===== config.mk =====
export PLATFORM = sky130hd
export DESIGN_NAME = acsp_serial_port
export DESIGN_NICKNAME = d
export VERILOG_FILES = /design/src/inc/acsp_pkg.sv /design/src/verilog/acsp_serial_port.sv
export SDC_FILE = /design/constraint.sdc
export NUM_CORES = 1
export LEC_CHECK = 0
export ABC_CLOCK_PERIOD_IN_PS = 3600
export CORE_MARGIN = 2
export CORE_UTILIZATION = 57
export CTS_CLUSTER_SIZE = 20
export DETAILED_ROUTE_END_ITERATION = 8
export DONT_BUFFER_PORTS = 1
export GPL_TIMING_DRIVEN = 0
export PLACE_DENSITY = 0.8
export SYNTH_ARGS = -nofsm -noshare
export SYNTH_HDL_FRONTEND = slang
export SYNTH_SLANG_ARGS = --single-unit

===== constraint.sdc =====
create_clock -name ref_clk -period 3.6 [get_ports ref_clk]
set_clock_uncertainty 0.15 [all_clocks]
set_input_delay 0 -clock ref_clk [delete_from_list [all_inputs] [get_ports ref_clk]]
set_output_delay 0 -clock ref_clk [all_outputs]
set_load 0.05 [all_outputs]

===== src/inc/acsp_pkg.sv =====
`default_nettype none
package acsp_pkg;
  localparam int unsigned CMD_BITS   = 8;
  localparam int unsigned DATA_BITS  = 16;
  localparam int unsigned FIFO_DEPTH = 16;
  localparam int unsigned CNT_W      = 5;
  localparam int unsigned ADDR_W     = 6;

  localparam logic [ADDR_W-1:0] REG_STATUS = 6'h00;
  localparam logic [ADDR_W-1:0] REG_MODE   = 6'h01;
  localparam logic [ADDR_W-1:0] REG_DATA   = 6'h04;

  localparam int unsigned CMD_RD_BIT  = 6;
  localparam int unsigned CLKSEL_LSB  = 2;
  localparam logic [15:0] MODE_RST    = 16'h0000;
  localparam logic [15:0] DATA_RST    = 16'h0000;

  localparam logic [1:0] CLK_INT_NOOUT = 2'h0;
  localparam logic [1:0] CLK_INT_OUT   = 2'h1;
  localparam logic [1:0] CLK_EXT_IN    = 2'h2;
  localparam logic [1:0] CLK_CRYSTAL   = 2'h3;

  localparam logic [2:0] SYNC_RST_HI = 3'h7;
  localparam logic [2:0] SYNC_RST_LO = 3'h0;

  typedef enum logic [1:0] {
    ACSP_CMD   = 2'b01,
    ACSP_WDATA = 2'b10
  } acsp_wr_t;

  typedef enum logic [2:0] {
    ACSP_S_CMD   = 3'b001,
    ACSP_S_WDATA = 3'b010,
    ACSP_S_RDATA = 3'b100
  } acsp_state_t;
endpackage
`default_nettype wire


===== src/verilog/acsp_serial_port.sv =====
`default_nettype none

module acsp_fifo #(
  parameter int unsigned W = 16,
  parameter int unsigned D = 16
) (
  input  wire logic         clk,
  input  wire logic         rst_n,
  input  wire logic [W-1:0] in_data,
  input  wire logic         in_valid,
  output var  logic         in_ready,
  output var  logic [W-1:0] out_data,
  output var  logic         out_valid,
  input  wire logic         out_ready
);
  localparam int unsigned AW = $clog2(D);
  logic [W-1:0]  mem [D];
  logic [AW-1:0] wr_q;
  logic [AW-1:0] rd_q;
  logic [AW:0]   cnt_q;
  logic [AW:0]   cnt_d;
  logic          push;
  logic          pop;

  assign push      = in_valid && in_ready;
  assign pop       = out_valid && out_ready;
  assign out_data  = mem[rd_q];
  assign out_valid = (cnt_q != '0);
  assign cnt_d     = cnt_q + (AW+1)'(push) - (AW+1)'(pop);

  always_ff @(posedge clk) begin
    if (push) begin
      mem[wr_q] <= in_data;
    end
  end

  always_ff @(posedge clk or negedge rst_n) begin
    if (!rst_n) begin
      wr_q     <= '0;
      rd_q     <= '0;
      cnt_q    <= '0;
      in_ready <= 1'b1;
    end else begin
      wr_q     <= wr_q + AW'(push);
      rd_q     <= rd_q + AW'(pop);
      cnt_q    <= cnt_d;
      in_ready <= (cnt_d != (AW+1)'(D));
    end
  end
endmodule

module acsp_serial_port
  import acsp_pkg::*;
(
  input  wire logic                 ref_clk,
  input  wire logic                 rst_n,
  input  wire logic                 cs_n,
  input  wire logic                 sclk,
  input  wire logic                 din,
  output var  logic                 dout_o,
  output var  logic                 dout_oe,
  input  wire logic [DATA_BITS-1:0] conv_data,
  input  wire logic                 conv_valid,
  output var  logic                 conv_ready,
  output var  logic                 int_osc_en_q,
  output var  logic                 crystal_pin_b_clock_io_oe_q,
  output var  logic                 ext_clk_en_q,
  output var  logic                 crystal_osc_en_q
);
  logic [2:0]           cs_sync_q;
  logic [2:0]           sclk_sync_q;
  logic [2:0]           din_sync_q;
  logic                 cs_lvl_q;
  logic                 sclk_lvl_q;
  logic                 din_lvl_q;
  logic                 sclk_rise;
  logic                 sclk_fall;
  acsp_state_t          state_q;
  logic [CNT_W-1:0]     bit_q;
  logic [CMD_BITS-1:0]  cmd_q;
  logic [DATA_BITS-1:0] in_sh_q;
  logic [DATA_BITS-1:0] out_sh_q;
  logic [DATA_BITS-1:0] mode_q;
  logic [DATA_BITS-1:0] data_q;
  logic                 rdy_low_q;
  logic                 busy;
  logic                 cmd_done;
  logic                 data_done;
  logic [CMD_BITS-1:0]  cmd_next;
  logic [DATA_BITS-1:0] in_next;
  logic [DATA_BITS-1:0] rd_mux;
  logic [DATA_BITS-1:0] fifo_data;
  logic                 fifo_valid;
  logic                 fifo_pop;
  logic [1:0]           clk_sel;

  acsp_fifo #(.W(DATA_BITS), .D(FIFO_DEPTH)) u_fifo (
    .clk       (ref_clk),
    .rst_n     (rst_n),
    .in_data   (conv_data),
    .in_valid  (conv_valid),
    .in_ready  (conv_ready),
    .out_data  (fifo_data),
    .out_valid (fifo_valid),
    .out_ready (fifo_pop)
  );

  // Pins are asynchronous; a level is only accepted once stages two and three agree.
  always_ff @(posedge ref_clk or negedge rst_n) begin
    if (!rst_n) begin
      cs_sync_q   <= SYNC_RST_HI;
      sclk_sync_q <= SYNC_RST_HI;
      din_sync_q  <= SYNC_RST_LO;
      cs_lvl_q    <= 1'b1;
      sclk_lvl_q  <= 1'b1;
      din_lvl_q   <= 1'b0;
    end else begin
      cs_sync_q   <= {cs_sync_q[1:0], cs_n};
      sclk_sync_q <= {sclk_sync_q[1:0], sclk};
      din_sync_q  <= {din_sync_q[1:0], din};
      if (cs_sync_q[1] == cs_sync_q[2]) cs_lvl_q <= cs_sync_q[2];
      if (sclk_sync_q[1] == sclk_sync_q[2]) sclk_lvl_q <= sclk_sync_q[2];
      if (din_sync_q[1] == din_sync_q[2]) din_lvl_q <= din_sync_q[2];
    end
  end

  // Edges are qualified by the select so a deselected device ignores the bus.
  assign sclk_rise = !cs_lvl_q && (sclk_sync_q[1] == sclk_sync_q[2])
                     && sclk_sync_q[2] && !sclk_lvl_q;
  assign sclk_fall = !cs_lvl_q && (sclk_sync_q[1] == sclk_sync_q[2])
                     && !sclk_sync_q[2] && sclk_lvl_q;

  assign busy      = (state_q != ACSP_S_CMD) || (bit_q != '0);
  assign cmd_next  = {cmd_q[CMD_BITS-2:0], din_lvl_q};
  assign in_next   = {in_sh_q[DATA_BITS-2:0], din_lvl_q};
  assign cmd_done  = sclk_rise && (state_q == ACSP_S_CMD)
                     && (bit_q == CNT_W'(CMD_BITS-1));
  assign data_done = sclk_rise && (state_q != ACSP_S_CMD)
                     && (bit_q == CNT_W'(DATA_BITS-1));
  assign clk_sel   = mode_q[CLKSEL_LSB+1:CLKSEL_LSB];
  // Results are only taken between transfers, so a read never sees a word change mid-shift.
  assign fifo_pop  = fifo_valid && !busy && !rdy_low_q;

  always_comb begin
    unique case (cmd_next[ADDR_W-1:0])
      REG_STATUS: rd_mux = {{(DATA_BITS-3){1'b0}}, fifo_valid, !conv_ready, rdy_low_q};
      REG_MODE:   rd_mux = mode_q;
      REG_DATA:   rd_mux = data_q;
      default:    rd_mux = '0;
    endcase
  end

  // Select high aborts any frame; with select tied low frames simply follow each other.
  always_ff @(posedge ref_clk or negedge rst_n) begin
    if (!rst_n) begin
      state_q <= ACSP_S_CMD;
      bit_q   <= '0;
    end else if (cs_lvl_q) begin
      state_q <= ACSP_S_CMD;
      bit_q   <= '0;
    end else if (cmd_done) begin
      state_q <= cmd_next[CMD_RD_BIT] ? ACSP_S_RDATA : ACSP_S_WDATA;
      bit_q   <= '0;
    end else if (data_done) begin
      state_q <= ACSP_S_CMD;
      bit_q   <= '0;
    end else if (sclk_rise) begin
      bit_q   <= bit_q + CNT_W'(1);
    end
  end

  always_ff @(posedge ref_clk or negedge rst_n) begin
    if (!rst_n) begin
      cmd_q   <= '0;
      in_sh_q <= '0;
    end else if (sclk_rise) begin
      if (state_q == ACSP_S_CMD) cmd_q <= cmd_next;
      else in_sh_q <= in_next;
    end
  end

  always_ff @(posedge ref_clk or negedge rst_n) begin
    if (!rst_n) begin
      mode_q <= MODE_RST;
    end else if (data_done && state_q == ACSP_S_WDATA
                 && cmd_q[ADDR_W-1:0] == REG_MODE) begin
      mode_q <= in_next;
    end
  end

  // A new result first lets ready go high for a cycle when the old one was never read.
  always_ff @(posedge ref_clk or negedge rst_n) begin
    if (!rst_n) begin
      data_q    <= DATA_RST;
      rdy_low_q <= 1'b0;
    end else if (data_done && state_q == ACSP_S_RDATA
                 && cmd_q[ADDR_W-1:0] == REG_DATA) begin
      rdy_low_q <= 1'b0;
    end else if (fifo_valid && !busy && rdy_low_q) begin
      rdy_low_q <= 1'b0;
    end else if (fifo_pop) begin
      data_q    <= fifo_data;
      rdy_low_q <= 1'b1;
    end
  end

  always_ff @(posedge ref_clk or negedge rst_n) begin
    if (!rst_n) begin
      out_sh_q <= '0;
      dout_o   <= 1'b1;
      dout_oe  <= 1'b0;
    end else begin
      dout_oe <= !cs_lvl_q;
      if (cmd_done && cmd_next[CMD_RD_BIT]) begin
        out_sh_q <= rd_mux;
      end else if (sclk_fall && state_q == ACSP_S_RDATA) begin
        dout_o   <= out_sh_q[DATA_BITS-1];
        out_sh_q <= {out_sh_q[DATA_BITS-2:0], 1'b0};
      end else if (!busy) begin
        dout_o   <= !rdy_low_q;
      end
    end
  end

  always_ff @(posedge ref_clk or negedge rst_n) begin
    if (!rst_n) begin
      int_osc_en_q                <= 1'b1;
      crystal_pin_b_clock_io_oe_q <= 1'b0;
      ext_clk_en_q                <= 1'b0;
      crystal_osc_en_q            <= 1'b0;
    end else begin
      int_osc_en_q                <= (clk_sel == CLK_INT_NOOUT)
                                     || (clk_sel == CLK_INT_OUT);
      crystal_pin_b_clock_io_oe_q <= (clk_sel == CLK_INT_OUT);
      ext_clk_en_q                <= (clk_sel == CLK_EXT_IN);
      crystal_osc_en_q            <= (clk_sel == CLK_CRYSTAL);
    end
  end

  clk_out_a: assert property (@(posedge ref_clk) disable iff (!rst_n)
    (clk_sel == CLK_INT_OUT) |=> crystal_pin_b_clock_io_oe_q && int_osc_en_q)
    else $error("clock output not enabled for internal source with output");
  clk_ext_a: assert property (@(posedge ref_clk) disable iff (!rst_n)
    (clk_sel == CLK_EXT_IN) |=> ext_clk_en_q && !crystal_pin_b_clock_io_oe_q)
    else $error("external clock mode drives the clock pin");
  fall_only_a: assert property (@(posedge ref_clk) disable iff (!rst_n)
    (state_q == ACSP_S_RDATA && !sclk_fall && !cmd_done) |=> $stable(dout_o))
    else $error("data bit changed without a serial clock fall");
  cs_hiz_a: assert property (@(posedge ref_clk) disable iff (!rst_n)
    cs_lvl_q |=> !dout_oe)
    else $error("data pin driven while deselected");
  rdy_show_a: assert property (@(posedge ref_clk) disable iff (!rst_n)
    (!busy && !cs_lvl_q && rdy_low_q && !fifo_valid) |=> !dout_o)
    else $error("ready not shown low on idle data pin");
  // A frame starting in the clearing cycle defers the load to the next idle gap.
  rdy_release_a: assert property (@(posedge ref_clk) disable iff (!rst_n)
    (rdy_low_q && fifo_valid && !busy && !sclk_rise)
      |=> !rdy_low_q ##1 (rdy_low_q && data_q == $past(fifo_data)))
    else $error("unread result overwritten without ready going high");
  rise_cap_a: assert property (@(posedge ref_clk) disable iff (!rst_n)
    (sclk_rise && state_q != ACSP_S_CMD) |=> in_sh_q[0] == $past(din_lvl_q))
    else $error("input bit not captured on rising edge");
  mode_wr_a: assert property (@(posedge ref_clk) disable iff (!rst_n)
    (data_done && state_q == ACSP_S_WDATA && cmd_q[ADDR_W-1:0] == REG_MODE)
      |=> mode_q == $past(in_next))
    else $error("mode register write lost");
  shift_load_a: assert property (@(posedge ref_clk) disable iff (!rst_n)
    (cmd_done && cmd_next[CMD_RD_BIT]) |=> out_sh_q == $past(rd_mux))
    else $error("output shifter not loaded from addressed register");
  desel_idle_a: assert property (@(posedge ref_clk) disable iff (!rst_n)
    cs_lvl_q |=> (state_q == ACSP_S_CMD && bit_q == '0))
    else $error("frame state kept while deselected");
endmodule
`default_nettype wire


* Word level (Yosys, flattened, before mapping) *
Memories as Yosys holds them, arrays and structs flattened. A register that Yosys moved wholly into a read port is not among the register bits.
Index checks and enable logic that the tools add are counted.
W data, S select, Z words.

word-level totals
  flip-flop bits (word level) = 94
  bits in writable memories = 256
  bits of input ports = 22
  memories kept = 1

operators by class
  $add $sub $neg = 5
  equality and inequality tests = 18
  mux-type cells = 18
  bitwise operators = 4
  reduce and logical (&&, ||, !) cells = 41

memory list
  name        depth  bits a word  rd ports  clocked after memory_dff  wr ports  RTL line                source
  u_fifo.mem  16     16           1         1                         1         acsp_serial_port.sv:17  logic [W-1:0] mem [D];

operator list
  kind                   number
  $pmux W16 S3           1
  $mux W16               2
  $logic_and A1 B1 Y1    20
  $mux W5                4
  $eq A6 B1 Y1 const B   2
  $eq A6 B3 Y1 const B   2
  $mux W3                4
  $reduce_bool A5 Y1     2
  $add A4 B1 Y4          2
  $logic_not A1 Y1       7
  $mux W1                7
  $logic_not A6 Y1       1
  $reduce_and A2 Y1      3
  $reduce_bool A3 Y1     2
  $add A5 B1 Y5          1
  $add A5 B1 Y5 const B  1
  $eq A5 B3 Y1 const B   1
  $eq A5 B4 Y1 const B   1
  $ne A5 B5 Y1 const B   1
  $sub A5 B1 Y5          1
  $eq A2 B2 Y1 const B   2
  $not A1 Y1             4
  $reduce_bool A4 Y1     1
  $eq A1 B1 Y1           3
  other kinds (10)       11

* Depth between registers and ports, before layout *
Gate-level depths: netlist of the first run.

  depth in word-level cells = 10
  mapped depth = 15

* By module *
From an unflattened synthesis of the first run, not the netlist that was laid out.

unflattened totals
  cells, all modules = 842
  area total of the unflattened synthesis = 14761.7 um^2

modules (own cells, without submodules)
  module            instances  cells an instance  area an instance (um^2)
  acsp_fifo         1          550                10686.5
  acsp_serial_port  1          292                4075.2

* Worst setup path after synthesis of the first run *
OpenSTA, ideal clock, no wires.

  kind = reg2reg
  start = reg u_fifo.cnt_q[3]
  end = reg u_fifo.in_ready
  data arrival time = 3.117 ns
  data required time = 3.356 ns
  setup slack = 0.239 ns
  cell stages (with the launch flop) = 16
  path buffers = 1
  path through = dfrtp_1 inv_1 ha_1 nor4b_1 nand4bb_1 clkbuf_1 inv_1 ha_1 inv_1 ha_1 inv_1 fa_1 nand2b_1 a21oi_1 nor3_1 or4_1

between the ends
  longest elaborated chain between the ends = 6

ends and longest elaborated chain
  item                                                   RTL line                source
  start: declaration                                     acsp_serial_port.sv:20  logic [AW:0] cnt_q;
  start signal: assignment                               acsp_serial_port.sv:46  cnt_q <= cnt_d;
  branches (longest 4 deep; another with $add A5 B1 Y5)  -
  $sub A5 B1 Y5 (*)                                      acsp_serial_port.sv:29  assign cnt_d = cnt_q + (AW+1)'(push) - (AW+1)'(pop);
  $ne A5 B5 Y1 (*)                                       acsp_serial_port.sv:47  in_ready <= (cnt_d != (AW+1)'(D));
  end signal: assignment                                 acsp_serial_port.sv:47
  end: declaration                                       acsp_serial_port.sv:11  output var logic in_ready,

Mark *: on every way between the ends.
A chain may end at the register's enable or synchronous reset.

* Final worst setup path of the first run *
  start = reg bit_q[0]
  end = reg u_fifo.in_ready

between the ends
  longest elaborated chain between the ends = 8

ends and longest elaborated chain
  item                              RTL line                 source
  start: declaration                acsp_serial_port.sv:79   logic [CNT_W-1:0] bit_q;
  start signal: assignment          acsp_serial_port.sv:168  bit_q <= bit_q + CNT_W'(1);
  $reduce_bool A5 Y1                acsp_serial_port.sv:133  assign busy = (state_q != ACSP_S_CMD) || (bit_q != '0);
  $logic_or A1 B1 Y1                acsp_serial_port.sv:133
  $logic_not A1 Y1                  -
  $logic_and A1 B1 Y1 (2 in a row)  acsp_serial_port.sv:142  assign fifo_pop = fifo_valid && !busy && !rdy_low_q;
  $logic_and A1 B1 Y1               acsp_serial_port.sv:26   assign pop = out_valid && out_ready;
  $sub A5 B1 Y5                     acsp_serial_port.sv:29
  $ne A5 B5 Y1                      acsp_serial_port.sv:47

Every way passes these cells.

==> metrics, run 1 <==
status=complete, no violations; Area contributors post-synth=edfxtp_1, dfrtp_1, mux4_2; Post-DP Area=15110 sq um; TritonCTS clock tree=done; Syn Std Cell Area=14430 sq um; #FFs+latches synth=366; core area=25040 sq um; max_cap viols=0; VDD IR max=0.0004408 V; die width=163.1 microns; fin cells=1208; row count=58; dpl hpwl=18390 microns; register area share after synthesis=72.47%; Simple-Gate Fraction of Synth Area=3.539%; most frequent CP cell=inv_1; required time of the worst setup path=3.88 ns; clock buffer depth=3; grt total ovfl=0; fin nets=882; Synthesis Warnings=0; Area Growth Syn to Fin=16.12%; layout cells sized above 1=27.97%; CTS buffer count=37; mux cell area share after synthesis=15.22%; Yosys cell types=60; initial antenna violation count=2; PwrDens=760.6 nW/um^2; HP Class=reg -> reg; first-pass GRT wire length=46930 microns; Synth Area in XOR/XNOR=0.6071%; Post-DRT Antenna Nets=0; min Tclk post-route=3.427 ns; maximum clock rate=0.2918 GHz; area leader, netlist=edfxtp_1; DIE HEIGHT=163.1 microns; crit end category=flip-flop; Crit. Startpoint=bit_q[0]$_DFFE_PN0P_; CP bufs+invs=4; Max-slew headroom=29.61%; worst hold slack=0.2025 ns; Worst Max-Slew Pin Slew=1.041 ns; Leak=0.006211 uW; drt total wl=30800 microns; DIE AREA=26600 sq um; Finished Cell Area=16750 sq um; prevailing post-synth register cell=edfxtp_1; H-Tree Depth=2; DR vias=7444; Crit path largest cell delay=0.53 ns; Clock Sinks=366; largest family of logic cells by synthesized area=multiplexers; number of vias per cell=6.162; max-slew violations=0; Setup Viol. Count Final=0; Post-Place Cells=1110; Tcrit/Tclk final=95.19%; DRC Markers=0; startpoint type of the worst setup path=flip-flop; later-pin clock latency in the skew report=0.53 ns; Yosys top cell area share=53.29%; Overall Global Routing Usage=24.08%; clock root buffer=clkbuf_16; largest net degree at the start of global routing=99; Buffers on Ports=0; Adder-Cell Fraction of Synth Area=1.388%; Final Hold Fails=0; Starting Density=57.62%; Iter 0 DRT Violations=700; Gate Count Post-Synth=764; vias in the first global route=7776; Top delay family on crit path=simple AND/OR/NAND/NOR gates; Avg Cell Area, Syn=18.88 sq um; FFs w/ async S/R, synth=30.05%; WL/cell=25.49 microns; Slowest cell on crit path=or4_1; CP arrival=3.70 ns; Reg2Reg Launch Point=bit_q[0]$_DFFE_PN0P_; worst path cell trace=inv_1 > ha_1 > nor3b_2 > nand4bb_4 > inv_1 > ha_1 > inv_1 > ha_1 > inv_1 > fa_1 > nand2b_1 > a21oi_1 > nor3_1 > or4_1; gpl congestion=0.7986; number of flops mapped to enable cells by yosys=256; complex-gate fraction of the synthesized area=4.796%; CP Class=reg -> reg; min-delay src=cs_sync_q[0]$_DFF_PN1_; Mapped Nets=799; first-pass iteration count of the detailed router=5; io pins=29; Max FO, Critical Path=4; clock-pin transition on the worst setup and hold timing paths=0.06 ns; number of fill cells in the layout=1590
-- per-layer routing --
layer / track usage, % / part of all wire (%) / vias to the layer above / wire length [microns]
met5: 0 / 0 / - / 0
li1: - / - / 3226 / -
met4: 6.637 / 2.6 / 0 / 810
met3: 4.520 / 6.8 / 62 / 2094
met1: 31.13 / 38 / 3853 / 11770
met2: 42.28 / 52 / 303 / 16120
-- Yosys cell counts (all sizes together), types with 2 or more instances --
master,count
edfxtp,256
dfrtp,98
mux4,64
mux2,37
mux2i,30
buf,26
a21oi,19
nor2,18
a21o,17
inv,17
a211oi,16
a221oi,16
clkbuf,16
o22ai,16
dfstp,12
ha,12
nand2,11
nand3,10
o21ai,7
nor3,5
nor3b,5
nor4,5
xnor2,5
xor2,5
nand2b,4
maj3,3
nand3b,3
nor4b,3
or4,3
a21boi,2
and2,2
nand4,2
nand4bb,2
o21a,2
-- worst paths after layout --
| path | to | slack [ns] | depth (start not counted) |
|---|---|---|---|
| min in group asynchronous | state_q[0]$_DFFE_PN1P_ | 0.50 | 3 |
| worst min register to register | cs_sync_q[1]$_DFF_PN1_ | 0.20 | 0 |
| max in group asynchronous | in_sh_q[12]$_DFFE_PN0P_ | 2.31 | 4 |
| worst max-delay path | u_fifo.in_ready$_DFF_PN1_ | 0.17 | 14 |
| worst min-delay path | cs_sync_q[1]$_DFF_PN1_ | 0.20 | 0 |
| worst max register to register | u_fifo.in_ready$_DFF_PN1_ | 0.17 | 14 |
-- layout by cell type, fill, tap and decap left out, types with 4 or more instances in the layout --
cell type and count:
mux2_4 10, mux2_2 27, clkbuf_1 20, nor4_1 4, a21o_1 17, nor3_2 4
buf_8 13, dlygate4sd3_1 25, buf_2 17, nor2_2 12, dfstp_2 12, a221oi_1 16
dfrtp_1 98, xnor2_1 5, buf_6 7, a211oi_1 16, mux2i_1 30, bufinv_16 5
nor2_1 6, mux4_2 64, clkbuf_16 38, nand2b_1 4, buf_4 4, xor2_1 5
clkinv_2 9, o21ai_0 7, ha_1 12, nand3_1 10, nand2_1 10, o22ai_1 16
a21oi_1 19, edfxtp_1 256, inv_1 17
-- state kept, by name, indices dropped and copies added (netlist names), 3 cells and up --
name	flops
u_fifo.mem	256
din_sync_q	3
in_sh_q	15
out_sh_q	16
cmd_q	6
bit_q	5
u_fifo.cnt_q	5
u_fifo.wr_q	4
mode_q	16
data_q	16
state_q	3
cs_sync_q	3
u_fifo.rd_q	4
sclk_sync_q	3
-- cell type report --
cell class                      count  area (sq um)  share of cell area [%]
Clock inverter                     21         256.5                   1.531
Tap cell                          330         412.9                   2.465
Clock buffer                       47          1015                   6.057
Multi-Input combinational cell    339          3781                   22.57
Buffer                             41         217.7                   1.300
Timing Repair Buffer               45         545.5                   3.256
Antenna cell                        2         5.005                 0.02988
Sequential cell                   366         10460                   62.41
Inverter                           17         63.81                  0.3809
-- per-stage QoR --
step	setup TNS, ns	setup WS [ns]	util, %	total power, uW
final	0	0.1733	66.91	12740
after global routing	-0.02408	-0.02408	66.91	13230
after CTS	0	0.03856	66.74	12780
after detailed placement	-0.4686	-0.4321	60.37	8647
after global placement	-38.33	-0.9050	59.27	8429
after floorplan	0	0.2390	-	7623
-- cell families (layout without fill, tap and decap cells) --
logic type                 after synthesis  count (layout)
DFF                                    366             366
adders and majority gates               16              16
other                                    0               2
muxes                                  131             131
and+or+nand+nor                         82              82
xor gates and xnor gates                10              10
buffers and inverters                   59             171
AOI/OAI and AO/OA                      100             100
-- repair_timing --
action                                  in CTS  in global routing
endpoints found under the setup margin       2                  1
pin swaps                                    1                  0
resized for setup                            2                  3
setup buffers                                1                  1
endpoints found under the hold margin      371                  0
hold buffers                                27                  0
gates cloned                                 0                  0
-- power by group --
part	internal, uW	leakage (uW)	switching [uW]	total (uW)
clock network	2380	0.000629	1600	3980
registers	5080	0.00373	299	5370
logic	1480	0.00185	1910	3390
-- worst reg2reg max path: cells and delay by family, from the launching register on --
family,cells,cell delay [ns]
and+or+nand+nor,5,1.22
AOI/OAI and AO/OA,1,0.20
adders and majority gates,4,0.99
buffers and inverters,4,0.39
DFF,1,0.41
No activity file was read; power rests on OpenSTA's default activity.
==> run 2, diff against run 1 <==
--- a/config.mk
+++ b/config.mk
@@ -6,12 +6,13 @@
 export NUM_CORES = 1
 export LEC_CHECK = 0
 export ABC_CLOCK_PERIOD_IN_PS = 3600
-export CORE_MARGIN = 2
+export CORE_MARGIN = 10
 export CORE_UTILIZATION = 57
 export CTS_CLUSTER_SIZE = 20
 export DETAILED_ROUTE_END_ITERATION = 8
 export DONT_BUFFER_PORTS = 1
 export GPL_TIMING_DRIVEN = 0
+export MAX_ROUTING_LAYER = met4
 export PLACE_DENSITY = 0.8
 export SYNTH_ARGS = -nofsm -noshare
 export SYNTH_HDL_FRONTEND = slang
==> metrics, run 2 (synthesis gave the netlist of run 1 again) <==
final setup TNS=0 ns; drt total wl=30440 microns; DIE HEIGHT=179.1 microns; Post-DP Area=15080 sq um; number of fill cells in the layout=1589; maximum clock rate=0.2964 GHz; clock buffer depth=3; worst path cell trace=buf_2 > nor4b_4 > buf_4 > nand4bb_4 > inv_4 > ha_1 > inv_1 > ha_1 > inv_1 > fa_1 > nand2b_1 > a21oi_2 > nor3_1 > or4_1; crit end category=flip-flop; min Tclk post-route=3.374 ns; area of the multi-input gates=3791 sq um; clock root buffer=clkbuf_16; Overall Global Routing Usage=19.86%; io pins=29; reg2reg setup slack=0.23 ns; Tcrit/Tclk final=93.71%; Iter 0 DRT Violations=708; Worst Max-Slew Pin Slew=1.131 ns; CP Class=reg -> reg; Buffers on Ports=0; FF-to-FF End=u_fifo.in_ready$_DFF_PN1_; commonest non-fill, non-tap cell in the layout=edfxtp_1; core area=25040 sq um; Max FO, Critical Path=7; Register Area=10460 sq um; Finished Cell Area=16690 sq um; first-pass GRT wire length=46420 microns; TritonCTS clock tree=done; max_cap viols=0; CP arrival=3.63 ns; Crit path largest cell delay=0.55 ns; Area Growth Syn to Fin=15.66%; HP Class=in -> reg; Post-Place Cells=1108; n_diodes=0; fin cells=1205; max reg flops=256; Final Hold Fails=0; DRC Markers=0; row count=58; Most flops, register=u_fifo.mem; min-delay src=conv_valid; WL/cell=25.26 microns; later-pin clock latency in the skew report=0.52 ns; required time of the worst setup path=3.86 ns; Starting Density=57.62%; Reg2Reg Launch Point=bit_q[3]$_DFFE_PN0P_; commonest non-fill, non-tap cells in the layout=edfxtp_1, dfrtp_1, mux4_2; VDD IR max=0.0006070 V; vias in the first global route=7721; number of vias per cell=6.193; Post-DRT Antenna Nets=0; PwrDens=752.5 nW/um^2; dpl hpwl=18990 microns; status=complete, no violations; RSZ-0062 raised after global routing=no; Max-slew headroom=23.55%; layout cells sized above 1=28.23%; CTS buffer count=38; max-slew violations=0; final core utilization=66.65%; grt total ovfl=0; DR vias=7462; Setup Viol. Count Final=0; first-pass iteration count of the detailed router=6; Slowest cell on crit path=or4_1; initial antenna violation count=0; Leak=0.006182 uW; DIE AREA=32070 sq um; die width=179.1 microns; fin nets=882; H-Tree Depth=2; Hold Path Depth=3; Worst R2R Path Depth=14; Clock Sinks=366; Worst Hold Path EP=u_fifo.wr_q[0]$_DFF_PN0_; startpoint type of the worst setup path=flip-flop; largest net degree at the start of global routing=99; clock-pin transition on the worst setup and hold timing paths=0.06 ns; gpl congestion=0.8565
-- run 2: changes by cell type in the layout (fill, tap and decap cells not counted), moves of 2 or more --
cell and change:
buf_4 +3, diode_2 -2, buf_8 -2, bufinv_16 -2
-- run 2: worst max path at each step --
| stage | slack (ns) | depth (start not counted) | to | from |
|---|---|---|---|---|
| floorplan | 0.24 | 15 | u_fifo.in_ready$_DFF_PN1_ | u_fifo.cnt_q[3]$_DFF_PN0_ |
| global placement | -0.82 | 4 | u_fifo.mem[0][4]$_DFFE_PP_ | u_fifo.in_ready$_DFF_PN1_ |
| detailed placement | -0.49 | 15 | u_fifo.in_ready$_DFF_PN1_ | u_fifo.cnt_q[3]$_DFF_PN0_ |
| CTS | 0.0009 | 12 | u_fifo.in_ready$_DFF_PN1_ | state_q[0]$_DFFE_PN1P_ |
| global route | 0.02 | 14 | u_fifo.in_ready$_DFF_PN1_ | u_fifo.cnt_q[2]$_DFF_PN0_ |
| finish | 0.23 | 14 | u_fifo.in_ready$_DFF_PN1_ | bit_q[3]$_DFFE_PN0P_ |
-- run 2: power by group --
group	switching, uW	internal, uW
registers	291	5080
clock network	1560	2260
logic	1880	1490
total	3730	8830
-- run 2: layout make-up --
cell class | instances | share of cell area [%]
sequential | 366 | 62.66
multi-input combinational | 339 | 22.72
clock buffer | 50 | 6.231
buffer | 41 | 1.305
clock inverter | 18 | 1.117
inverter | 17 | 0.3974
timing repair buffer | 44 | 3.097
tap | 330 | 2.475
-- run 2: metal layers --
metal	share of wire, %	up-vias	wire, microns	track usage (%)
met3	6.3	83	1906	3.370
met5	0	-	0	-
met2	52	321	15820	32.85
li1	-	3221	-	-
met4	3.6	0	1091	7.482
met1	38	3837	11610	24.29
-- run 2: repair_timing --
action / in CTS / in global routing
hold endpoints to repair: 369 / 0
resized for setup: 6 / 4
setup buffers: 0 / 4
pin swaps: 0 / 2
hold buffers: 26 / 0
setup endpoints to repair: 2 / 1
-- run 2: metrics by stage --
stage	hold WS (ns)	worst slack [ns]	total power [uW]
finish	0.04643	0.2265	12560
global route	0.05856	0.02184	13040
CTS	0.005357	0.0009339	12550
detailed placement	-0.4421	-0.4891	8603
global placement	-0.4418	-0.8212	8407
floorplan	-0.4456	0.2390	7623
-- run 2: worst max-delay path: cells and delay by family (launching register included) --
| family | cells | cell delay, ns |
|---|---|---|
| buf+inv | 5 | 0.59 |
| compound gates | 1 | 0.16 |
| simple gates | 5 | 1.21 |
| fa+ha+maj | 3 | 0.80 |
| flops | 1 | 0.35 |
